$ cat src/stby_consts.svh
// timing, width, vector and reset address constants for the standby controller
`ifndef STBY_CONSTS_SVH
`define STBY_CONSTS_SVH
`define STBY_CLK_HZ 50000000
`define STBY_GUARD_CLKS 10
`define STBY_GUARD_W 4
`define STBY_VEC_W 8
`define STBY_NMI_VEC 8'h02
`define STBY_ADDR_RST 16'h0000
`endif

$ cat src/stby_pkg.sv
// types shared by both ends of the standby link
package stby_pkg;
    typedef enum logic [2:0] {
        STBY_RUN,
        STBY_HALT,
        STBY_HOLD,
        STBY_ACK,
        STBY_SVC
    } stby_cpu_state_t;
    typedef enum logic [2:0] {
        STBY_X_IDLE,
        STBY_X_PRE,
        STBY_X_WAIT,
        STBY_X_STOP,
        STBY_X_POST
    } stby_ext_state_t;
endpackage : stby_pkg
$ cat src/stby_if.sv
// link between the processor standby logic and the external control logic
`timescale 1ns/1ps
interface stby_if;
    logic clk_run;           // external gate: processor clock runs
    logic irq_req;           // maskable interrupt request
    logic nmi_req;           // nonmaskable interrupt request
    logic bus_hold_request;
    logic bus_hold_grant;
    logic halt_ack_cycle;    // one-cycle halt acknowledge bus cycle
    logic irq_acknowledge_cycle;
    logic [7:0] irq_vector;
    logic halted;
    logic ctrl_out;          // aggregate control output strobe
    modport cpu (input clk_run, irq_req, nmi_req, bus_hold_request, irq_vector,
                 output bus_hold_grant, halt_ack_cycle, irq_acknowledge_cycle, halted, ctrl_out);
    modport ext (output clk_run, irq_req, nmi_req, bus_hold_request, irq_vector,
                 input bus_hold_grant, halt_ack_cycle, irq_acknowledge_cycle, halted, ctrl_out);
endinterface : stby_if

$ cat src/stby_cpu.sv
// processor end: halt entry, wake-up, hold service and output states
`timescale 1ns/1ps
`include "stby_consts.svh"
module stby_cpu (
    input wire logic CLK_I,
    input wire logic RST_N_I,
    stby_if.cpu LINK,
    input wire logic HALT_EXEC_I,
    input wire logic IRQ_ENABLE_FLAG_I,
    input wire logic RETURN_FROM_INTERRUPT_I,
    input wire logic [15:0] ADDR_I,
    output logic HALTED_O,
    output logic CORE_CLK_EN_O,
    output logic SVC_START_O,
    output logic SVC_NMI_O,
    output logic [7:0] SVC_VECTOR_O,
    output logic RESUME_AFTER_HALT_O,
    output logic [15:0] ADDR_O
);
    // ==========================================
    // decode functions

    // the two states in which the core sleeps and the bus rests
    function automatic logic standby_state(input stby_pkg::stby_cpu_state_t s);
        return (s == stby_pkg::STBY_HALT) || (s == stby_pkg::STBY_HOLD);
    endfunction : standby_state

    // the states in which the processor drives its bus control strobes
    function automatic logic bus_active_state(input stby_pkg::stby_cpu_state_t s);
        return (s == stby_pkg::STBY_RUN) || (s == stby_pkg::STBY_ACK);
    endfunction : bus_active_state

    // ==========================================
    // state and output registers

    // sequencer state
    stby_pkg::stby_cpu_state_t state_reg, state_next;
    // service vector handed to the core
    logic [7:0] vec_reg, vec_next;
    // address bus value, frozen while the core sleeps
    logic [15:0] addr_reg, addr_next;
    // aggregate control strobe
    logic ctrl_reg, ctrl_next;
    // one-cycle pulses towards the core and the bus
    logic svc_reg, svc_next;
    logic svc_nmi_reg, svc_nmi_next;
    logic resume_reg, resume_next;
    logic halt_ack_reg, halt_ack_next;
    // set while a service routine entered from standby is running
    logic in_svc_reg, in_svc_next;

    // ==========================================
    // decode

    // named decodes of the current state and the request inputs
    wire clk_ok;
    wire is_run;
    wire is_halt;
    wire is_ack;
    wire is_svc;
    wire irq_take;
    wire wake;
    wire nmi_wake;
    wire plain_wake;
    wire enter_halt;
    wire enter_svc;
    wire enter_run;

    // a stopped clock gives no enabled edge, so every flop keeps its value
    assign clk_ok = LINK.clk_run;
    assign is_run = (state_reg == stby_pkg::STBY_RUN);
    assign is_halt = (state_reg == stby_pkg::STBY_HALT);
    assign is_ack = (state_reg == stby_pkg::STBY_ACK);
    assign is_svc = (state_reg == stby_pkg::STBY_SVC);

    // wake-up sources, in priority order nmi, enabled irq, disabled irq
    assign irq_take = LINK.irq_req && IRQ_ENABLE_FLAG_I;
    assign wake = LINK.nmi_req || LINK.irq_req;
    assign nmi_wake = is_halt && LINK.nmi_req;
    assign plain_wake = is_halt && wake && !LINK.nmi_req && !irq_take;

    // transitions that the output registers follow
    assign enter_halt = is_run && HALT_EXEC_I;
    assign enter_svc = (state_next == stby_pkg::STBY_SVC);
    assign enter_run = (state_next == stby_pkg::STBY_RUN);

    // ==========================================
    // next state

    // halt only by instruction; nmi beats irq beats hold
    always_comb begin
        state_next = state_reg;
        unique case (state_reg)
            stby_pkg::STBY_RUN: begin
                if (enter_halt) state_next = stby_pkg::STBY_HALT;
            end
            stby_pkg::STBY_HALT: begin
                if (LINK.nmi_req) state_next = stby_pkg::STBY_SVC;
                else if (irq_take) state_next = stby_pkg::STBY_ACK;
                else if (wake) state_next = stby_pkg::STBY_RUN;
                else if (LINK.bus_hold_request) state_next = stby_pkg::STBY_HOLD;
            end
            stby_pkg::STBY_HOLD: begin
                if (!LINK.bus_hold_request) state_next = stby_pkg::STBY_HALT;
            end
            stby_pkg::STBY_ACK: state_next = stby_pkg::STBY_SVC;
            stby_pkg::STBY_SVC: state_next = stby_pkg::STBY_RUN;
            default: state_next = stby_pkg::STBY_RUN;
        endcase
    end

    // ==========================================
    // next register values

    // pulses: service entry, nmi entry, return after halt, halt acknowledge
    assign svc_next = enter_svc;
    assign svc_nmi_next = enter_svc && is_halt;
    assign resume_next = plain_wake || (in_svc_reg && RETURN_FROM_INTERRUPT_I);
    assign halt_ack_next = enter_halt;

    // vector from the acknowledge cycle, fixed vector for nmi
    assign vec_next = is_ack ? LINK.irq_vector : (nmi_wake ? `STBY_NMI_VEC : vec_reg);

    // the service state sets the flag and wins over a return in the same cycle
    assign in_svc_next = is_svc ? 1'b1 : (RETURN_FROM_INTERRUPT_I ? 1'b0 : in_svc_reg);

    // the address follows the core only while it runs; control strobes drop in standby
    assign addr_next = enter_run ? ADDR_I : addr_reg;
    assign ctrl_next = bus_active_state(state_next);

    // ==========================================
    // registers

    // sequencer state; reset abandons standby and restarts normally
    always_ff @(posedge CLK_I or negedge RST_N_I) begin
        if (!RST_N_I) begin
            state_reg <= stby_pkg::STBY_RUN;
        end else if (clk_ok) begin
            state_reg <= state_next;
        end
    end

    // one-cycle pulses
    always_ff @(posedge CLK_I or negedge RST_N_I) begin
        if (!RST_N_I) begin
            svc_reg <= 1'b0;
            svc_nmi_reg <= 1'b0;
            resume_reg <= 1'b0;
            halt_ack_reg <= 1'b0;
        end else if (clk_ok) begin
            svc_reg <= svc_next;
            svc_nmi_reg <= svc_nmi_next;
            resume_reg <= resume_next;
            halt_ack_reg <= halt_ack_next;
        end
    end

    // service vector and service flag
    always_ff @(posedge CLK_I or negedge RST_N_I) begin
        if (!RST_N_I) begin
            vec_reg <= 8'h00;
            in_svc_reg <= 1'b0;
        end else if (clk_ok) begin
            vec_reg <= vec_next;
            in_svc_reg <= in_svc_next;
        end
    end

    // bus outputs
    always_ff @(posedge CLK_I or negedge RST_N_I) begin
        if (!RST_N_I) begin
            addr_reg <= `STBY_ADDR_RST;
            ctrl_reg <= 1'b0;
        end else if (clk_ok) begin
            addr_reg <= addr_next;
            ctrl_reg <= ctrl_next;
        end
    end

    // ==========================================
    // outputs to the core

    // the core clock stops in standby and while the input clock is held
    assign HALTED_O = standby_state(state_reg);
    assign CORE_CLK_EN_O = clk_ok && !HALTED_O;
    assign SVC_START_O = svc_reg;
    assign SVC_NMI_O = svc_nmi_reg;
    assign SVC_VECTOR_O = vec_reg;
    assign RESUME_AFTER_HALT_O = resume_reg;
    assign ADDR_O = addr_reg;

    // ==========================================
    // outputs on the link

    // grant only from the hold state; halt acknowledge is its own flop, not a control strobe
    assign LINK.bus_hold_grant = (state_reg == stby_pkg::STBY_HOLD);
    assign LINK.halt_ack_cycle = halt_ack_reg;
    assign LINK.irq_acknowledge_cycle = is_ack;
    assign LINK.halted = HALTED_O;
    assign LINK.ctrl_out = ctrl_reg;
endmodule : stby_cpu

$ cat src/flat_wrapper.sv
// flat-port wrapper written by rule: the top's interface ports become plain ports
module stby_cpu_flat 
  (CLK_I, RST_N_I, HALT_EXEC_I, IRQ_ENABLE_FLAG_I, RETURN_FROM_INTERRUPT_I, ADDR_I, HALTED_O, CORE_CLK_EN_O, SVC_START_O, SVC_NMI_O, SVC_VECTOR_O, RESUME_AFTER_HALT_O, ADDR_O, LINK_clk_run, LINK_irq_req, LINK_nmi_req, LINK_bus_hold_request, LINK_irq_vector, LINK_bus_hold_grant, LINK_halt_ack_cycle, LINK_irq_acknowledge_cycle, LINK_halted, LINK_ctrl_out);
  stby_if LINK_i ();
  input wire logic CLK_I;
  input wire logic RST_N_I;
  input wire logic HALT_EXEC_I;
  input wire logic IRQ_ENABLE_FLAG_I;
  input wire logic RETURN_FROM_INTERRUPT_I;
  input wire logic [15:0] ADDR_I;
  output logic HALTED_O;
  output logic CORE_CLK_EN_O;
  output logic SVC_START_O;
  output logic SVC_NMI_O;
  output logic [7:0] SVC_VECTOR_O;
  output logic RESUME_AFTER_HALT_O;
  output logic [15:0] ADDR_O;
  input wire logic [$bits(LINK_i.clk_run)-1:0] LINK_clk_run;
  input wire logic [$bits(LINK_i.irq_req)-1:0] LINK_irq_req;
  input wire logic [$bits(LINK_i.nmi_req)-1:0] LINK_nmi_req;
  input wire logic [$bits(LINK_i.bus_hold_request)-1:0] LINK_bus_hold_request;
  input wire logic [$bits(LINK_i.irq_vector)-1:0] LINK_irq_vector;
  output wire logic [$bits(LINK_i.bus_hold_grant)-1:0] LINK_bus_hold_grant;
  output wire logic [$bits(LINK_i.halt_ack_cycle)-1:0] LINK_halt_ack_cycle;
  output wire logic [$bits(LINK_i.irq_acknowledge_cycle)-1:0] LINK_irq_acknowledge_cycle;
  output wire logic [$bits(LINK_i.halted)-1:0] LINK_halted;
  output wire logic [$bits(LINK_i.ctrl_out)-1:0] LINK_ctrl_out;
  assign LINK_i.clk_run = LINK_clk_run;
  assign LINK_i.irq_req = LINK_irq_req;
  assign LINK_i.nmi_req = LINK_nmi_req;
  assign LINK_i.bus_hold_request = LINK_bus_hold_request;
  assign LINK_i.irq_vector = LINK_irq_vector;
  assign LINK_bus_hold_grant = LINK_i.bus_hold_grant;
  assign LINK_halt_ack_cycle = LINK_i.halt_ack_cycle;
  assign LINK_irq_acknowledge_cycle = LINK_i.irq_acknowledge_cycle;
  assign LINK_halted = LINK_i.halted;
  assign LINK_ctrl_out = LINK_i.ctrl_out;
  stby_cpu u_core (.CLK_I(CLK_I), .RST_N_I(RST_N_I), .LINK(LINK_i), .HALT_EXEC_I(HALT_EXEC_I), .IRQ_ENABLE_FLAG_I(IRQ_ENABLE_FLAG_I), .RETURN_FROM_INTERRUPT_I(RETURN_FROM_INTERRUPT_I), .ADDR_I(ADDR_I), .HALTED_O(HALTED_O), .CORE_CLK_EN_O(CORE_CLK_EN_O), .SVC_START_O(SVC_START_O), .SVC_NMI_O(SVC_NMI_O), .SVC_VECTOR_O(SVC_VECTOR_O), .RESUME_AFTER_HALT_O(RESUME_AFTER_HALT_O), .ADDR_O(ADDR_O));
endmodule
$ cat config.mk
export PLATFORM = sky130hd
export DESIGN_NAME = stby_cpu_flat
export DESIGN_NICKNAME = d
export VERILOG_FILES = /design/src/stby_pkg.sv /design/src/stby_if.sv /design/src/stby_cpu.sv /design/src/flat_wrapper.sv
export VERILOG_INCLUDE_DIRS = /design/src
export SDC_FILE = /design/constraint.sdc
export NUM_CORES = 1
export LEC_CHECK = 0
export ABC_AREA = 0
export ABC_CLOCK_PERIOD_IN_PS = 3300
export BUFFER_PORTS_ARGS = -buffer_cell sky130_fd_sc_hd__buf_2
export CAP_MARGIN = 10
export CORE_ASPECT_RATIO = 0.5
export CORE_MARGIN = 10
export CORE_UTILIZATION = 52
export CTS_BUF_LIST = sky130_fd_sc_hd__clkbuf_8
export DETAILED_ROUTE_END_ITERATION = 8
export HOLD_SLACK_MARGIN = 0.03
export PLACE_DENSITY = 0.95
export SYNTH_ARGS = -nofsm -noshare
export SYNTH_HDL_FRONTEND = slang
export SYNTH_SLANG_ARGS = --single-unit
$ cat constraint.sdc
create_clock -name CLK_I -period 3.3 [get_ports CLK_I]
set_input_delay 0.66 -clock CLK_I [delete_from_list [all_inputs] [get_ports CLK_I]]
set_output_delay 0.66 -clock CLK_I [all_outputs]
set_load 0.05 [all_outputs]
==> results of run 1 <==
[worst max-delay path, cell delays in order, from the launching register on]
cell and delay [ps]:
dfrtp_1 600, nor3b_2 360, buf_2 330
[where the power goes]
part	switching, mW	total [mW]	leakage, nW	internal, mW
clock network	0.145	0.287	0.0491	0.143
registers	0.0791	0.609	0.403	0.530
logic	0.643	0.888	0.533	0.245
[metal layers]
layer	up-vias	part of all wire	global-route usage
met5	-	0	0
met3	18	0.083	0.0678
met4	0	0.031	0.0847
met1	536	0.33	0.149
li1	526	-	-
met2	63	0.55	0.281
[worst min-delay path by stage]
stage	to	cells after the start	startpoint	slack, ps
after floorplan	u_core.ADDR_O[0]	0	RST_N_I	360
after global placement	u_core.ADDR_O[10]	1	u_core.ADDR_O[10]	470
after detailed placement	u_core.LINK.ctrl_out	2	u_core.LINK.ctrl_out	490
after CTS	u_core.RESUME_AFTER_HALT_O	1	RST_N_I	450
after global routing	u_core.ADDR_O[12]	1	RST_N_I	490
final	u_core.ADDR_O[0]	1	RST_N_I	430
[cell families after synthesis]
group           Yosys count
flops                    33
xor+xnor                  1
compound gates           23
mux                      17
simple gates             23
buf+inv                  14
[synth_stat cells (all sizes together) (2+ instances only)]
master / instances / area share
dfrtp: 33 / 0.56
mux2: 16 / 0.15
inv: 8 / 0.020
a22o: 7 / 0.042
nor2: 7 / 0.018
o21ai: 6 / 0.023
a21oi: 3 / 0.010
and2: 3 / 0.013
buf: 3 / 0.020
clkbuf: 3 / 0.0077
nand2: 3 / 0.0077
nor2b: 3 / 0.013
o41ai: 2 / 0.025
[layout make-up]
type | instances | area [µm²] | share of cell area
clock buffer | 5 | 68.8 | 0.0365
sequential | 33 | 826 | 0.438
clock inverter | 3 | 13.8 | 0.00730
timing repair buffer | 66 | 330 | 0.175
tap | 37 | 46.3 | 0.0246
multi-input combinational | 64 | 569 | 0.302
inverter | 8 | 30.0 | 0.0159
==> run summary, run 1 <==
clock skew: 4.32 ps
Resize count post-CTS: 0
Area Overhead vs Synth: 28.5%
Worst-Margin Slew: 792 ps
total power: 1.78 mW
largest family of logic cells by synthesized area: multiplexers
# IOs: 67
Fin Setup TNS: 0 ps
r2r setup slk: 1280 ps
fillcell total: 185
die area: 0.00547 mm²
initial core utilization: 0.553
clk sinks: 33
Static Leak: 0.985 nW
EDFF count, synth: 0
clk buf depth: 2
crit path to: LINK_bus_hold_grant
worst-path fanout max: 12
Rel. slew slack: 0.470
fin area: 0.00188 mm²
Compound-Gate Fraction of Synth Area: 0.126
Max Fclk: 449 MHz
cts hold-fix bufs: 0
commonest non-fill, non-tap cell in the layout: buf_2
antenna violations before repair: 0
Placer Congestion: 0.853
htree depth: 2
RSZ-0062 raised after global routing: false
crit path kind: register to output pin
CTS tree: built
warnings from Yosys: 0
Net Count, Synth: 144
DR pass1 iterations: 4
Via Count: 1,143
worst min path class: primary input to asynchronous set/reset pin
fin util: 0.711
Rows: 13
cells on worst reg2reg path: 4
Placed Area: 0.00180 mm²
Post-CTS Setup Repair Bufs: 0
ys async rst share: 1.00
post-synthesis sequential area ratio: 0.563
Total Routing Usage GR: 0.157
Non-Filler Instances: 216
drt drc: 0
Antenna diodes: 0
max FFs per register: 16
Reg2Reg Capture Point: u_core.ADDR_O[10]
vias in the first global route: 1,254
synthesized area per cell: 13.2 µm²
DP Cell Count: 208
final hold vios: 0
maximum VDD drop: 0.593 mV
Period minus WS final: 2230 ps
commonest non-fill, non-tap cells in the layout: buf_2 (66), dfrtp_1 (33), inv_1 (9), mux2_4 (9)
core area: 0.00265 mm²
number of DRC markers in iteration 0: 75
Final Hold Slack: 430 ps
CP endpoint kind: output pin
first-pass GRT wire length: 6580 µm
fraction of synthesized area in multiplexers: 0.153
Mapped Area: 0.00147 mm²
clk root buf: clkbuf_8
post-DP HPWL: 3080 µm
Die Ht: 57.6 µm
Clock transition at path regs: 70 ps
post-synthesis adder-cell area fraction: 0
# setup viols final: 0
CP startpoint: u_core.state_reg[1]
Top FF cell, synth: dfrtp_1
WL/cell: 19.0 µm
Final period util: 0.674
WP data arrival: 1570 ps
Setup crit start kind: register
largest net degree at the start of global routing: 34
status: finished clean
remaining antenna violation count after routing: 0
drt via density: 5.29
share of cells above drive strength 1: 0.520
Worst Setup Slack post-DPL: 1010 ps
synth unique cells: 33
fin nets: 211
worst r2r src: u_core.state_reg[1]
Slew Viols, Final: 0
TritonCTS buffer count: 5
worst skew pair latency: 280 ps
#FFs+latches synth: 33
Mapped Cells: 111
grt total ovfl: 0
Die Wd: 95.1 µm
routed wire length: 4110 µm
Worst Path Required: 2640 ps
Simple-Gate Fraction of Synth Area: 0.103
XOR/XNOR Fraction of Synth Area: 0.00597
Port Buffer Count: 66
max cap viols: 0
power per cell area: 947 mW/mm²
PnR worst setup slack: 1070 ps
(Power assumes the default switching activity.)
==> inputs of run 2 (changes only) <==
ABC_CLOCK_PERIOD_IN_PS = 2300   (was 3300)
CORE_UTILIZATION = 48   (was 52)
PLACE_DENSITY = 0.91   (was 0.95)
clock period = 2.3 ns   (was 3.3 ns; I/O delays follow)
==> run 2 against run 1 <==
Compared with the run above: sequential share of layout area fell by 0.058 points; first-iteration DRC count shrank 61%; critical path depth grew 2; setup slack worse by 780 ps; final cell count up 0.93%; global-route usage decreased by 2.3 points.
==> run summary, run 2 (synthesized netlist as in run 1, its figures left out) <==
Port Buffer Count: 66 (unchanged)
Clock transition at path regs: 60 ps (about the same)
commonest non-fill, non-tap cells in the layout: buf_2 (66), dfrtp_1 (33), mux2_4 (9)
antenna violations before repair: 0 (unchanged)
r2r setup slk: 290 ps (-990 ps)
grt total ovfl: 0 (unchanged)
max FFs per register: 16 (unchanged)
drt via density: 5.11 (-3.5%)
largest net degree at the start of global routing: 34 (unchanged)
share of cells above drive strength 1: 0.522 (+0.00292)
clk root buf: clkbuf_8
Worst-Margin Slew: 740 ps (-51.8 ps)
Total Routing Usage GR: 0.134 (-0.0231)
Rows: 14 (+1)
# setup viols final: 0 (unchanged)
drt drc: 0 (unchanged)
routed length on met2: 2200 µm (-3.0%)
final hold vios: 0 (unchanged)
Final Hold Slack: 228 ps (-203 ps)
Die Wd: 98.2 µm (+3.2%)
power per cell area: 1350 mW/mm² (+43%)
largest stage delay on the critical path: 530 ps (-70 ps)
CP max-delay cell: dfrtp_1
Post-CTS Setup Repair Bufs: 0 (unchanged)
Seq. cell area: 826 µm² (unchanged)
number of DRC markers in iteration 0: 29 (-61%)
clk buf depth: 2 (unchanged)
Cell Chain, Critical Path: nor4b_2 -> o21ai_2 -> nand4_4 -> mux2_1
Fin Setup TNS: 0 ps (unchanged)
Cell Int Power: 1.31 mW (+43%)
net switching power: 1.23 mW (+42%)
maximum VDD drop: 0.634 mV (+6.9%)
worst min path class: primary input to asynchronous set/reset pin
core area: 0.00296 mm² (+12%)
Area Overhead vs Synth: 28.7%
Worst Path Required: 2460 ps (-180 ps)
commonest non-fill, non-tap cell in the layout: buf_2
status: finished clean
Antenna diodes: 0 (unchanged)
Placer Congestion: 0.787 (-7.7%)
WP buf/inv: 0 (-1)
max layer used: met4
WL/cell: 18.0 µm (-5.5%)
sequential cell fraction of total power: 0.346 (+0.005)
Setup crit start kind: register
Sw Share: 0.485 (-0.000885)
wl on met1: 1450 µm (+5.7%)
Crit path max-delay family: simple AND/OR/NAND/NOR gates
Clk pwr share: 0.156 (-0.005)
Comb pwr share: 0.499 (about the same)
Slew Viols, Final: 0 (unchanged)
DR pass1 iterations: 4 (unchanged)
initial core utilization: 0.495 (-0.0577)
CTS tree: built
Final period util: 0.873
PnR worst setup slack: 293 ps (-782 ps)
Worst Setup Slack post-DPL: 244 ps (-767 ps)
clock skew: 1.91 ps (-2.41 ps)
Static Leak: 0.980 nW (-0.45%)
RSZ-0062 raised after global routing: false
max cap viols: 0 (unchanged)
first-pass GRT wire length: 6100 µm (-7.2%)
Die Ht: 59.1 µm (+2.7%)
CP endpoint kind: register
htree depth: 2 (unchanged)
worst-path fanout max: 17 (+5)
Period minus WS final: 2010 ps
TritonCTS buffer count: 5 (unchanged)
Resize count post-CTS: 0 (unchanged)
remaining antenna violation count after routing: 0 (unchanged)
WP data arrival: 2160 ps (+590 ps)
clk sinks: 33 (unchanged)
post-DP HPWL: 3010 µm (-2.4%)
met3 WL: 157 µm (-54%)
Max Fclk: 498 MHz
# IOs: 67 (unchanged)
Via Count: 1,113 (-2.6%)
die area: 0.00580 mm² (+6.0%)
vias in the first global route: 1,148 (-8.5%)
cts hold-fix bufs: 0 (unchanged)
routed wire length: 3920 µm (-4.6%)
crit path kind: register to register
area of the multi-input gates: 569 µm² (unchanged)
fin nets: 212 (+0.47%)
Rel. slew slack: 0.505 (+0.0347)
fillcell total: 204 (+10%)
worst skew pair latency: 280 ps (about the same)
-- run 2: cell types whose count changed in the layout (fill, tap and decap cells not counted) --
cell	before	now
buf_4	0	1
clkinv_2	2	1
inv_1	9	8
-- run 2: metrics by stage --
| step | cell area (µm²) | util | std cells | power [mW] |
|---|---|---|---|---|
| floorplan | 1470 | - | 111 | 1.85 |
| global placement | 1810 | 0.612 | 212 | 2.12 |
| detailed placement | 1810 | 0.612 | 212 | 2.16 |
| CTS | 1890 | 0.637 | 218 | 2.56 |
| global route | 1890 | 0.637 | 218 | 2.65 |
| finish | 1890 | 0.637 | 218 | 2.55 |
-- run 2: path summary, 6_finish.rpt --
path                                startpoint                endpoint  cells after the start
min in group CLK_I          LINK_irq_vector[6]  u_core.SVC_VECTOR_O[6]                      2
max                        u_core.state_reg[1]       u_core.ADDR_O[10]                      4
min reg2reg                  u_core.ADDR_O[12]       u_core.ADDR_O[12]                      1
max reg2reg                u_core.state_reg[1]       u_core.ADDR_O[10]                      4
min                                    RST_N_I        u_core.ADDR_O[5]                      1
max in group asynchronous              RST_N_I     u_core.state_reg[0]                      1
-- run 2: final cells by class --
type / count / share of cell area
clock buffers: 5 / 0.0365
clock inverters: 1 / 0.00265
inverters: 8 / 0.0159
multi-input cells: 64 / 0.302
flip-flops and latches: 33 / 0.438
well taps: 40 / 0.0265
repair buffers: 67 / 0.179
-- run 2: per-layer routing --
| metal | track usage | vias up |
|---|---|---|
| li1 | - | 525 |
| met1 | 0.137 | 549 |
| met2 | 0.242 | 28 |
| met3 | 0.0419 | 11 |
| met4 | 0.0791 | 0 |
| met5 | 0 | - |
-- run 2: worst register-to-register path, delay by kind of cell (launching register included) --
| family | cells | cell delay [ps] |
|---|---|---|
| AOI/OAI and AO/OA | 1 | 170 |
| muxes | 1 | 380 |
| and+or+nand+nor | 2 | 810 |
| DFF | 1 | 530 |
-- run 2: power groups by stage --
| stage | Sequential (mW) | Clock, mW | Combinational (mW) |
|---|---|---|---|
| after global placement | 0.870 | 0 | 1.25 |
| after global routing | 0.902 | 0.427 | 1.32 |
| after detailed placement | 0.884 | 0 | 1.28 |
| after floorplan | 1.47 | 0 | 0.386 |
| after CTS | 0.878 | 0.397 | 1.28 |
| final | 0.880 | 0.397 | 1.27 |
==> inputs of run 3 (changes only) <==
CORE_MARGIN = default   (was 10)
==> run 3 against run 2 <==
Compared with the run above: core utilization grew 5.1 points; register-to-register slack gained 40 ps; clock power grew 2%; die area shrank 43%; global-route usage grew 6.6 points; critical path depth shrank 1; final cell count shrank 0.46%; power shrank 1.2%; largest cell class unchanged; highest routed layer unchanged.
==> run summary, run 3 (synthesized netlist as in run 1, its figures left out) <==
crit path kind: register to output pin
Resize count post-CTS: 0 (unchanged)
Fin Setup TNS: 0 ps (unchanged)
Via Count: 1,085 (-2.5%)
# IOs: 67 (unchanged)
remaining antenna violation count after routing: 0 (unchanged)
Placer Congestion: 0.813 (+3.4%)
post-DP HPWL: 2270 µm (-25%)
Port Buffer Count: 66 (unchanged)
CTS tree: built
max FFs per register: 16 (unchanged)
clk root buf: clkbuf_8
Max Fclk: 506 MHz (+1.6%)
Worst Path Required: 1840 ps (-620 ps)
core area: 0.00275 mm² (-7.1%)
Post-CTS Setup Repair Bufs: 0 (unchanged)
Clock transition at path regs: 70 ps (about the same)
clock skew: 3.96 ps (+2.05 ps)
drt drc: 0 (unchanged)
final hold vios: 0 (unchanged)
fin util: 0.688 (+0.0508)
Rel. slew slack: 0.521 (+0.0165)
power per cell area: 1330 mW/mm² (-1.4%)
Area Overhead vs Synth: 29.0%
Non-Filler Instances: 217 (-0.46%)
first-pass GRT wire length: 4570 µm (-25%)
htree depth: 2 (unchanged)
worst min path class: primary input to asynchronous set/reset pin
Period minus WS final: 1980 ps (-30.9 ps)
RSZ-0062 raised after global routing: false
number of DRC markers in iteration 0: 102 (+250%)
Placed Area: 0.00181 mm² (-0.21%)
maximum VDD drop: 0.683 mV (+7.7%)
Die Ht: 41.1 µm (-30%)
share of cells above drive strength 1: 0.522 (about the same)
CP max-delay cell: dfrtp_1
Cell Chain, Critical Path: and2b_1 -> and2_1 -> buf_2
Final Hold Slack: 235 ps (+7.32 ps)
DP Cell Count: 209 (-1.4%)
Total Routing Usage GR: 0.200 (+0.0662)
WP data arrival: 1520 ps (-640 ps)
die area: 0.00329 mm² (-43%)
fin nets: 212 (unchanged)
drt via density: 5.00 (-2.1%)
WL/cell: 13.7 µm (-24%)
routed wire length: 2970 µm (-24%)
clk sinks: 33 (unchanged)
Antenna diodes: 0 (unchanged)
CP endpoint kind: output pin
# setup viols final: 0 (unchanged)
worst skew pair latency: 280 ps (about the same)
grt total ovfl: 0 (unchanged)
Slew Viols, Final: 0 (unchanged)
largest net degree at the start of global routing: 34 (unchanged)
Worst-Margin Slew: 718 ps (-21.5 ps)
largest stage delay on the critical path: 450 ps (-80 ps)
initial core utilization: 0.533 (+0.0381)
Final period util: 0.859 (-0.0135)
Die Wd: 80.2 µm (-18%)
clk buf depth: 2 (unchanged)
cts hold-fix bufs: 0 (unchanged)
total power: 2.52 mW (-1.2%)
status: finished clean
Static Leak: 0.989 nW (+0.94%)
fin area: 0.00189 mm² (+0.26%)
Worst Setup Slack post-DPL: 201 ps (-43.7 ps)
TritonCTS buffer count: 5 (unchanged)
vias in the first global route: 967 (-16%)
max cap viols: 0 (unchanged)
worst-path fanout max: 6 (-11)
DR pass1 iterations: 4 (unchanged)
PnR worst setup slack: 324 ps (+30.9 ps)
commonest non-fill, non-tap cells in the layout: buf_2 (66), dfrtp_1 (33), inv_1 (9), mux2_4 (9)
Rows: 13 (-1)
Setup crit start kind: register
antenna violations before repair: 0 (unchanged)
commonest non-fill, non-tap cell in the layout: buf_2
==> run 3: cell count changes in the layout (fill, tap and decap cells not counted) <==
cell	delta
clkinv_2	+1
inv_1	+1
==> run 3: final cells by class <==
cell class	count	area, µm²
repair buffers	67	338
inverters	8	30.0
flip-flops and latches	33	826
multi-input cells	64	569
clock inverters	3	13.8
clock buffers	5	68.8
well taps	37	46.3
fillers	204	857
==> run 3: critical path, delay by kind of cell (launching register included) <==
kind          cells  cell delay (ps)
flops             1              450
simple gates      2              520
buf+inv           1              260
==> run 3: final timing paths <==
check / depth (start not counted) / from / to / slack [ps]
min in group CLK_I: 2 / LINK_irq_vector[4] / u_core.SVC_VECTOR_O[4] / 400
worst max register to register: 4 / u_core.state_reg[1] / u_core.ADDR_O[10] / 330
max in group asynchronous: 1 / RST_N_I / u_core.ADDR_O[10] / 1610
worst min register to register: 2 / u_core.in_svc_reg / u_core.in_svc_reg / 500
worst max-delay path: 3 / u_core.state_reg[2] / LINK_irq_acknowledge_cycle / 320
worst min-delay path: 1 / RST_N_I / u_core.ADDR_O[14] / 240
==> run 3: layer usage <==
metal | routed length, µm | track usage
met5 | 0 | 0
met4 | 25 | 0.0804
met3 | 163 | 0.0644
met2 | 1460 | 0.331
met1 | 1320 | 0.252
==> run 3: where the power goes <==
part	internal (mW)	leakage [nW]	switching [mW]	total, mW
clock network	0.205	0.0491	0.199	0.403
logic	0.353	0.537	0.892	1.24
registers	0.760	0.403	0.108	0.868
total	1.32	0.989	1.20	2.52
